<file path="src/common/strap_boot_map.svh">
// register offsets, field positions and reset values of the strap loader
// assumes a 4-bit byte address and 32-bit read data
`ifndef STRAP_BOOT_MAP_SVH
`define STRAP_BOOT_MAP_SVH

`define STRAP_ADDR_W          4
`define STRAP_DATA_W          32
`define STRAP_PIN_N           3

// byte offsets
`define STRAP_VALUE_OFS       4'h0
`define STRAP_BOOT_STAT_OFS   4'h4
`define STRAP_RST_CAUSE_OFS   4'h8

// strap value fields
`define STRAP_FIRST_BIT       0
`define STRAP_SECOND_BIT      1
`define STRAP_DEBUG_BIT       2

// boot status fields
`define STAT_FLASH_BIT        0
`define STAT_DOWNLOAD_BIT     1
`define STAT_INVALID_BIT      2
`define STAT_PRINT_BIT        3
`define STAT_JTAG_BIT         4
`define STAT_IN_RESET_BIT     5

// reset cause fields
`define CAUSE_N               5
`define CAUSE_POR_BIT         0
`define CAUSE_RTC_WDT_BIT     1
`define CAUSE_BROWNOUT_BIT    2
`define CAUSE_SUPER_WDT_BIT   3
`define CAUSE_GLITCH_BIT      4

// latch reset values
`define STRAP_FIRST_RST       1'b0
`define STRAP_SECOND_RST      1'b1
`define STRAP_DEBUG_RST       1'b0

`endif

</file>
<file path="src/common/strap_boot_pkg.sv">
// types shared by the strap loader
// no dependencies
package strap_boot_pkg;

  typedef enum logic [1:0] {
    BOOT_FLASH    = 2'b00,
    BOOT_DOWNLOAD = 2'b01,
    BOOT_INVALID  = 2'b10
  } boot_mode_t;

  typedef enum logic [1:0] {
    LOG_ALWAYS_ON   = 2'b00,
    LOG_ON_WHEN_LOW = 2'b01,
    LOG_ON_WHEN_HI  = 2'b10,
    LOG_ALWAYS_OFF  = 2'b11
  } rom_log_policy_t;

endpackage

</file>
<file path="src/hw/strap_pin_cell.sv">
// one strap latch: samples its pin while a system reset is active
// assumes capture_in pulses in the first cycle after the reset ends
`timescale 1ns/100ps
`default_nettype none

module strap_pin_cell #(
  parameter logic RST_VAL = 1'b0
) (
  // clock and reset
  input  wire logic sys_clk_in,
  input  wire logic rst_n_in,
  // control
  input  wire logic sample_in,
  input  wire logic capture_in,
  // pin and held value
  input  wire logic pin_in,
  output logic      value_out
);

  logic shadow_reg;
  logic value_reg;

  // follows the pin each cycle of reset
  always_ff @(posedge sys_clk_in or negedge rst_n_in) begin
    if (!rst_n_in) begin
      shadow_reg <= RST_VAL;
    end else if (sample_in) begin
      shadow_reg <= pin_in;
    end
  end

  // takes the last in-reset level, then holds
  always_ff @(posedge sys_clk_in or negedge rst_n_in) begin
    if (!rst_n_in) begin
      value_reg <= RST_VAL;
    end else if (capture_in) begin
      value_reg <= shadow_reg;
    end
  end

  assign value_out = value_reg;

endmodule

`default_nettype wire

</file>
<file path="src/hw/strap_boot_config.sv">
// strap pin boot configuration loader: latches, decode, register port
// assumes pins and fuses synchronous to sys_clk_in; rst_n_in is power-down
//
// Our own choices: the plain strobed port and the address map.
`include "strap_boot_map.svh"
`timescale 1ns/100ps
`default_nettype none

module strap_boot_config (
  // clock and reset
  input  wire logic                     sys_clk_in,
  input  wire logic                     rst_n_in,
  // reset causes
  input  wire logic                     chip_enable_pin_in,
  input  wire logic                     rtc_wdt_reset_in,
  input  wire logic                     brownout_reset_in,
  input  wire logic                     super_wdt_reset_in,
  input  wire logic                     xtal_glitch_reset_in,
  // strap pins
  input  wire logic                     boot_select_first_pin_in,
  input  wire logic                     boot_select_second_pin_in,
  input  wire logic                     boot_select_second_driven_in,
  input  wire logic                     debug_source_pin_in,
  output logic                          second_pin_pullup_en_out,
  output logic                          pin_release_out,
  // fuses
  input  wire logic [1:0]               rom_log_policy_fuse_in,
  input  wire logic                     debug_source_select_enable_fuse_in,
  // decoded boot configuration
  output logic                          boot_flash_out,
  output logic                          boot_download_out,
  output logic                          strap_invalid_out,
  output logic                          rom_print_en_out,
  output logic                          jtag_pin_source_out,
  // register port
  input  wire logic [`STRAP_ADDR_W-1:0] reg_addr_in,
  input  wire logic [`STRAP_DATA_W-1:0] reg_wdata_in,
  input  wire logic                     reg_wr_in,
  input  wire logic                     reg_rd_in,
  output logic      [`STRAP_DATA_W-1:0] reg_rdata_out
);

  logic [`CAUSE_N-1:0]       cause_now;
  logic                      sys_rst_active;
  logic                      sys_rst_q_reg;
  logic                      capture_edge;
  logic [`STRAP_PIN_N-1:0]   pins_eff;
  logic [`STRAP_PIN_N-1:0]   strap_bits;
  logic                      second_pullup_reg;
  logic                      release_reg;
  strap_boot_pkg::boot_mode_t boot_mode_next;
  logic [2:0]                mode_reg;
  logic                      print_next;
  logic                      print_reg;
  logic                      jtag_next;
  logic                      jtag_reg;
  logic [`CAUSE_N-1:0]       cause_reg;
  logic [`CAUSE_N-1:0]       cause_next;
  logic [`STRAP_DATA_W-1:0]  rdata_next;
  logic [`STRAP_DATA_W-1:0]  rdata_reg;

  // any system reset source; chip enable low is the power-on reset
  assign cause_now[`CAUSE_POR_BIT]       = !chip_enable_pin_in;
  assign cause_now[`CAUSE_RTC_WDT_BIT]   = rtc_wdt_reset_in;
  assign cause_now[`CAUSE_BROWNOUT_BIT]  = brownout_reset_in;
  assign cause_now[`CAUSE_SUPER_WDT_BIT] = super_wdt_reset_in;
  assign cause_now[`CAUSE_GLITCH_BIT]    = xtal_glitch_reset_in;
  assign sys_rst_active = |cause_now;

  always_ff @(posedge sys_clk_in or negedge rst_n_in) begin
    if (!rst_n_in) begin
      sys_rst_q_reg <= 1'b1;
    end else begin
      sys_rst_q_reg <= sys_rst_active;
    end
  end

  // first cycle out of reset: latch update instant
  assign capture_edge = sys_rst_q_reg && !sys_rst_active;

  // undriven second pin resolves through the weak pull-up
  assign pins_eff[`STRAP_FIRST_BIT]  = boot_select_first_pin_in;
  assign pins_eff[`STRAP_SECOND_BIT] = boot_select_second_driven_in ?
                                       boot_select_second_pin_in :
                                       second_pullup_reg;
  assign pins_eff[`STRAP_DEBUG_BIT]  = debug_source_pin_in;

  // one latch per strap pin
  strap_pin_cell #(.RST_VAL(`STRAP_FIRST_RST)) u_first (
    .sys_clk_in (sys_clk_in),
    .rst_n_in   (rst_n_in),
    .sample_in  (sys_rst_active),
    .capture_in (capture_edge),
    .pin_in     (pins_eff[`STRAP_FIRST_BIT]),
    .value_out  (strap_bits[`STRAP_FIRST_BIT])
  );

  strap_pin_cell #(.RST_VAL(`STRAP_SECOND_RST)) u_second (
    .sys_clk_in (sys_clk_in),
    .rst_n_in   (rst_n_in),
    .sample_in  (sys_rst_active),
    .capture_in (capture_edge),
    .pin_in     (pins_eff[`STRAP_SECOND_BIT]),
    .value_out  (strap_bits[`STRAP_SECOND_BIT])
  );

  strap_pin_cell #(.RST_VAL(`STRAP_DEBUG_RST)) u_debug (
    .sys_clk_in (sys_clk_in),
    .rst_n_in   (rst_n_in),
    .sample_in  (sys_rst_active),
    .capture_in (capture_edge),
    .pin_in     (pins_eff[`STRAP_DEBUG_BIT]),
    .value_out  (strap_bits[`STRAP_DEBUG_BIT])
  );

  // pad control: pull-up on by default, pins freed after reset
  always_ff @(posedge sys_clk_in or negedge rst_n_in) begin
    if (!rst_n_in) begin
      second_pullup_reg <= 1'b1;
    end else begin
      second_pullup_reg <= 1'b1;
    end
  end

  always_ff @(posedge sys_clk_in or negedge rst_n_in) begin
    if (!rst_n_in) begin
      release_reg <= 1'b0;
    end else begin
      release_reg <= !sys_rst_active;
    end
  end

  // boot mode decode; both zero is left flagged, not acted on
  always_comb begin
    if (strap_bits[`STRAP_SECOND_BIT]) begin
      boot_mode_next = strap_boot_pkg::BOOT_FLASH;
    end else if (strap_bits[`STRAP_FIRST_BIT]) begin
      boot_mode_next = strap_boot_pkg::BOOT_DOWNLOAD;
    end else begin
      boot_mode_next = strap_boot_pkg::BOOT_INVALID;
    end
  end

  // rom log print decode
  always_comb begin
    case (strap_boot_pkg::rom_log_policy_t'(rom_log_policy_fuse_in))
      strap_boot_pkg::LOG_ALWAYS_ON: begin
        print_next = 1'b1;
      end
      strap_boot_pkg::LOG_ON_WHEN_LOW: begin
        print_next = !strap_bits[`STRAP_FIRST_BIT];
      end
      strap_boot_pkg::LOG_ON_WHEN_HI: begin
        print_next = strap_bits[`STRAP_FIRST_BIT];
      end
      strap_boot_pkg::LOG_ALWAYS_OFF: begin
        print_next = 1'b0;
      end
      default: begin
        print_next = 1'b0;
      end
    endcase
  end

  // jtag source decode
  always_comb begin
    if (!debug_source_select_enable_fuse_in) begin
      jtag_next = 1'b0;
    end else begin
      jtag_next = !strap_bits[`STRAP_DEBUG_BIT];
    end
  end

  always_ff @(posedge sys_clk_in or negedge rst_n_in) begin
    if (!rst_n_in) begin
      mode_reg      <= 3'h1;
      print_reg     <= 1'b0;
      jtag_reg      <= 1'b0;
    end else begin
      mode_reg      <= {boot_mode_next == strap_boot_pkg::BOOT_INVALID,
                        boot_mode_next == strap_boot_pkg::BOOT_DOWNLOAD,
                        boot_mode_next == strap_boot_pkg::BOOT_FLASH};
      print_reg     <= print_next;
      jtag_reg      <= jtag_next;
    end
  end

  // sticky reset causes, write one to clear, set wins
  always_comb begin
    cause_next = cause_reg;
    if (reg_wr_in && reg_addr_in == `STRAP_RST_CAUSE_OFS) begin
      cause_next = cause_next & ~reg_wdata_in[`CAUSE_N-1:0];
    end
    cause_next = cause_next | cause_now;
  end

  always_ff @(posedge sys_clk_in or negedge rst_n_in) begin
    if (!rst_n_in) begin
      cause_reg <= '0;
    end else begin
      cause_reg <= cause_next;
    end
  end

  // read mux; strap value has no write path at all
  always_comb begin
    rdata_next = '0;
    if (reg_rd_in) begin
      case (reg_addr_in)
        `STRAP_VALUE_OFS: begin
          rdata_next[`STRAP_PIN_N-1:0] = strap_bits;
        end
        `STRAP_BOOT_STAT_OFS: begin
          rdata_next[`STAT_FLASH_BIT]    = boot_flash_out;
          rdata_next[`STAT_DOWNLOAD_BIT] = boot_download_out;
          rdata_next[`STAT_INVALID_BIT]  = strap_invalid_out;
          rdata_next[`STAT_PRINT_BIT]    = print_reg;
          rdata_next[`STAT_JTAG_BIT]     = jtag_reg;
          rdata_next[`STAT_IN_RESET_BIT] = !release_reg;
        end
        `STRAP_RST_CAUSE_OFS: begin
          rdata_next[`CAUSE_N-1:0] = cause_reg;
        end
        default: begin
          rdata_next = '0;
        end
      endcase
    end
  end

  always_ff @(posedge sys_clk_in or negedge rst_n_in) begin
    if (!rst_n_in) begin
      rdata_reg <= '0;
    end else begin
      rdata_reg <= rdata_next;
    end
  end

  assign second_pin_pullup_en_out = second_pullup_reg;
  assign pin_release_out          = release_reg;
  assign boot_flash_out           = mode_reg[0];
  assign boot_download_out        = mode_reg[1];
  assign strap_invalid_out        = mode_reg[2];
  assign rom_print_en_out         = print_reg;
  assign jtag_pin_source_out      = jtag_reg;
  assign reg_rdata_out            = rdata_reg;
endmodule

`default_nettype wire

</file>
<file path="config.mk">
export PLATFORM = sky130hd
export DESIGN_NAME = strap_boot_config
export DESIGN_NICKNAME = d
export VERILOG_FILES = /design/src/common/strap_boot_pkg.sv /design/src/hw/strap_pin_cell.sv /design/src/hw/strap_boot_config.sv
export VERILOG_INCLUDE_DIRS = /design/src /design/src/common
export SDC_FILE = /design/constraint.sdc
export NUM_CORES = 1
export LEC_CHECK = 0
export ABC_AREA = 1
export BUFFER_PORTS_ARGS = -buffer_cell sky130_fd_sc_hd__buf_4
export CORE_UTILIZATION = 32
export CTS_CLUSTER_SIZE = 25
export DETAILED_ROUTE_END_ITERATION = 12
export GPL_ROUTABILITY_DRIVEN = 0
export PLACE_DENSITY = 0.65
export SLEW_MARGIN = 30
export SYNTH_ARGS = -nofsm -noshare
export SYNTH_HDL_FRONTEND = slang
export SYNTH_SLANG_ARGS = --single-unit
</file>
<file path="constraint.sdc">
create_clock -name sys_clk_in -period 1.79 [get_ports sys_clk_in]
set_input_delay 0.0895 -clock sys_clk_in [delete_from_list [all_inputs] [get_ports sys_clk_in]]
set_output_delay 0.0895 -clock sys_clk_in [all_outputs]
set_load 0.01 [all_outputs]
</file>
==> results.sh <==
export IMPL_rsz0062_at_grt="no"
export IMPL_layout_setup_ws_ns=0.542
export IMPL_clk_pin_slew_ns=0.09
export IMPL_numCtsBuffers=3
export IMPL_register_area_um2=606
export IMPL_final_common_cell="buf_4"
export IMPL_powerDensity_nw_per_um2=854
export IMPL_cp_buffers_inverters=1
export IMPL_drt_pass1_iterations=4
export IMPL_portBuffers=36
export IMPL_cts_tree="yes"
export IMPL_track_usage_pct=11.1
export IMPL_reg2reg_from="u_first.value_out$_DFFE_PN0P_"
export IMPL_cts_sinks=24
export IMPL_fillers=388
export IMPL_dp_slack_ns=0.869
export IMPL_totalWireLength_um=2020
export IMPL_top_usage_layer="met2"
export IMPL_fp_dieH_um=63.9
export IMPL_avgSynthCellArea_um2=8.75
export IMPL_crit_type="flop to flop"
export IMPL_whs_ns=0.00645
export IMPL_finClkSkew_ns=0.00599
export IMPL_met2_usage_pct=17.6
export IMPL_crit_reg2reg_capture="rom_print_en_out$_DFF_PN0_"
export IMPL_h_tree_depth=1
export IMPL_synth_largest_area_cell="dfrtp_1"
export IMPL_worstSetupStartpoint="u_first.value_out$_DFFE_PN0P_"
export IMPL_synthDistinctLibCells=18
export IMPL_n_antenna_cell=0
export IMPL_reg2reg_setup_slack_ns=0.54
export IMPL_fp_row_count=22
export IMPL_start_util_pct=33.5
export IMPL_slew_violations=0
export IMPL_antenna_found_initial=0
export IMPL_synth_top_area_share_pct=40.9
export IMPL_dieArea_um2=4080
export IMPL_cp_data_required_time_ns=2.01
export IMPL_dp_hpwl_um=1620
export IMPL_maxCapViolCount=0
export IMPL_first_iter_violations=49
export IMPL_crit_slowest_cell="dlygate4sd3_1"
export IMPL_critPathTopFamily="buffers and inverters"
export IMPL_hold_violations=0
export IMPL_syn_cell_area_um2=1220
export IMPL_cts_path_max_buffers=2
export IMPL_syn_to_final_growth_pct=26.8
export IMPL_insertion_delay_ns=0.27
export IMPL_critical_path_cell_chain="mux2i_1 > dlygate4sd3_1"
export IMPL_postCtsSetupBuffers=0
export IMPL_use_met3_pct=5.54
export IMPL_max_stage_delay_ns=0.55
export IMPL_viasPerCell=3.99
export IMPL_grt_pass1_vias=781
export IMPL_crit_path_start_kind="flop"
export IMPL_fp_coreArea_um2=3660
export IMPL_layoutNonFillerInstCount=229
export IMPL_num_vias=914
export IMPL_die_w_um=63.9
export IMPL_ant_nets=0
export IMPL_period_share_pct=69.7
export IMPL_drive_above_1_share_pct=29.8
export IMPL_layout_common_cells="36 x buf_4, 33 x nand2_1, 27 x conb_1"
export IMPL_cp_arrival_ns=1.46
export IMPL_avgRoutedWirePerCell_um=8.81
export IMPL_synthesis_instances=140
export IMPL_critPathMaxFanout=5
export IMPL_io_pins=91
export IMPL_cts_root_buf="clkbuf_8"
export IMPL_layout_nets=234
export IMPL_yosysSeqAreaShare_pct=49.4
export IMPL_overflow=0
export IMPL_multi_input_area_um2=443
export IMPL_min_path_cells=3
export IMPL_max_freq_ghz=0.801
export IMPL_synthTopCellsByArea="dfrtp_1 41%, buf_4 17%, nand2_1 10%"
export IMPL_ctsResizeCount=0
export IMPL_holdPathEnd="cause_reg[3]$_DFF_PN0_"
export IMPL_drc=0
export IMPL_crit_path_end_kind="flop"
export IMPL_largest_reg_flops=6
export IMPL_setup_viol=0
export IMPL_gr_usage_met1_pct=13.4
export IMPL_min_from="super_wdt_reset_in"
export IMPL_outcome="complete, no violations"
export IMPL_worstHoldPathType="primary input to flop"
export IMPL_place_inst=220
export IMPL_grt_max_degree=25
export IMPL_ys_ff_latch=24
export IMPL_layout_min_cycle_time_ns=1.25
export IMPL_fin_tns_setup_ns=0
export IMPL_r2r_cells=2
export IMPL_leakage_nw=0.845
export IMPL_grt_pass1_wl_um=3450
export IMPL_synth_warning_count=0
export IMPL_vdd_ir_drop_max_mv=0.450
==> metal layers <==
| layer | vias up | wire length (um) |
|---|---|---|
| met2 | 33 | 985 |
| met4 | 0 | 21 |
| met5 | - | 0 |
| met1 | 412 | 834 |
| met3 | 2 | 175 |
| li1 | 467 | - |
==> cells by family (layout without fill, tap and decap cells) <==
kind of cell	Yosys count	after routing	share of synthesized area, %
AND/OR/NAND/NOR	67	67	25.8
buffers and inverters	43	59	22.1
flip-flops	24	24	49.4
AO/OA/AOI/OAI	3	3	1.23
other	2	27	0.613
multiplexers	1	1	0.817
==> how the worst max path moves through the flow <==
stage / cells after the start / to
after detailed placement: 6 / reg_rdata_out[4]$_DFF_PN0_
final: 2 / rom_print_en_out$_DFF_PN0_
after global placement: 7 / u_debug.value_out$_DFFE_PN0P_
after global routing: 2 / rom_print_en_out$_DFF_PN0_
after CTS: 2 / rom_print_en_out$_DFF_PN0_
after floorplan: 3 / u_first.value_out$_DFFE_PN0P_
==> Yosys cell counts (all sizes together) <==
library cell / count
dfrtp: 20
conb: 2
nand2: 35
nor3: 1
buf: 28
dfstp: 4
clkbuf: 1
o21ai: 3
mux2i: 1
nand3: 13
inv: 14
nor2: 10
nand4: 8
==> layout make-up <==
class	count	area share, %
clock buffers	3	2.66
clock inverters	1	1.93
inverters	14	3.38
multi-input cells	98	28.5
flip-flops and latches	24	39.0
well taps	48	3.87
repair buffers	41	20.6
==> per-stage QoR <==
| stage | utilization, % | cell area, um2 | total power, W |
|---|---|---|---|
| floorplan | - | 1320 | 0.000783 |
| global placement | 39.1 | 1430 | 0.000854 |
| detailed placement | 39.1 | 1430 | 0.000856 |
| CTS | 42.1 | 1540 | 0.00134 |
| global route | 42.4 | 1550 | 0.00140 |
| finish | 42.4 | 1550 | 0.00133 |
==> worst reg2reg max path, stage by stage, from the launching register on <==
cell           delay [ns]
dfrtp_1              0.45
mux2i_1              0.19
dlygate4sd3_1        0.55
==> timing repair <==
action	in CTS	in global routing
hold endpoints to repair	26	1
hold buffers	4	1
setup endpoints to repair	0	0
==> report_power, final <==
part | switching [W] | internal, W
combinational | 0.000112 | 0.000101
clock | 0.000174 | 0.000299
sequential | 0.0000398 | 0.000599
total | 0.000326 | 0.00100
No activity file was read; power rests on OpenSTA's default activity.
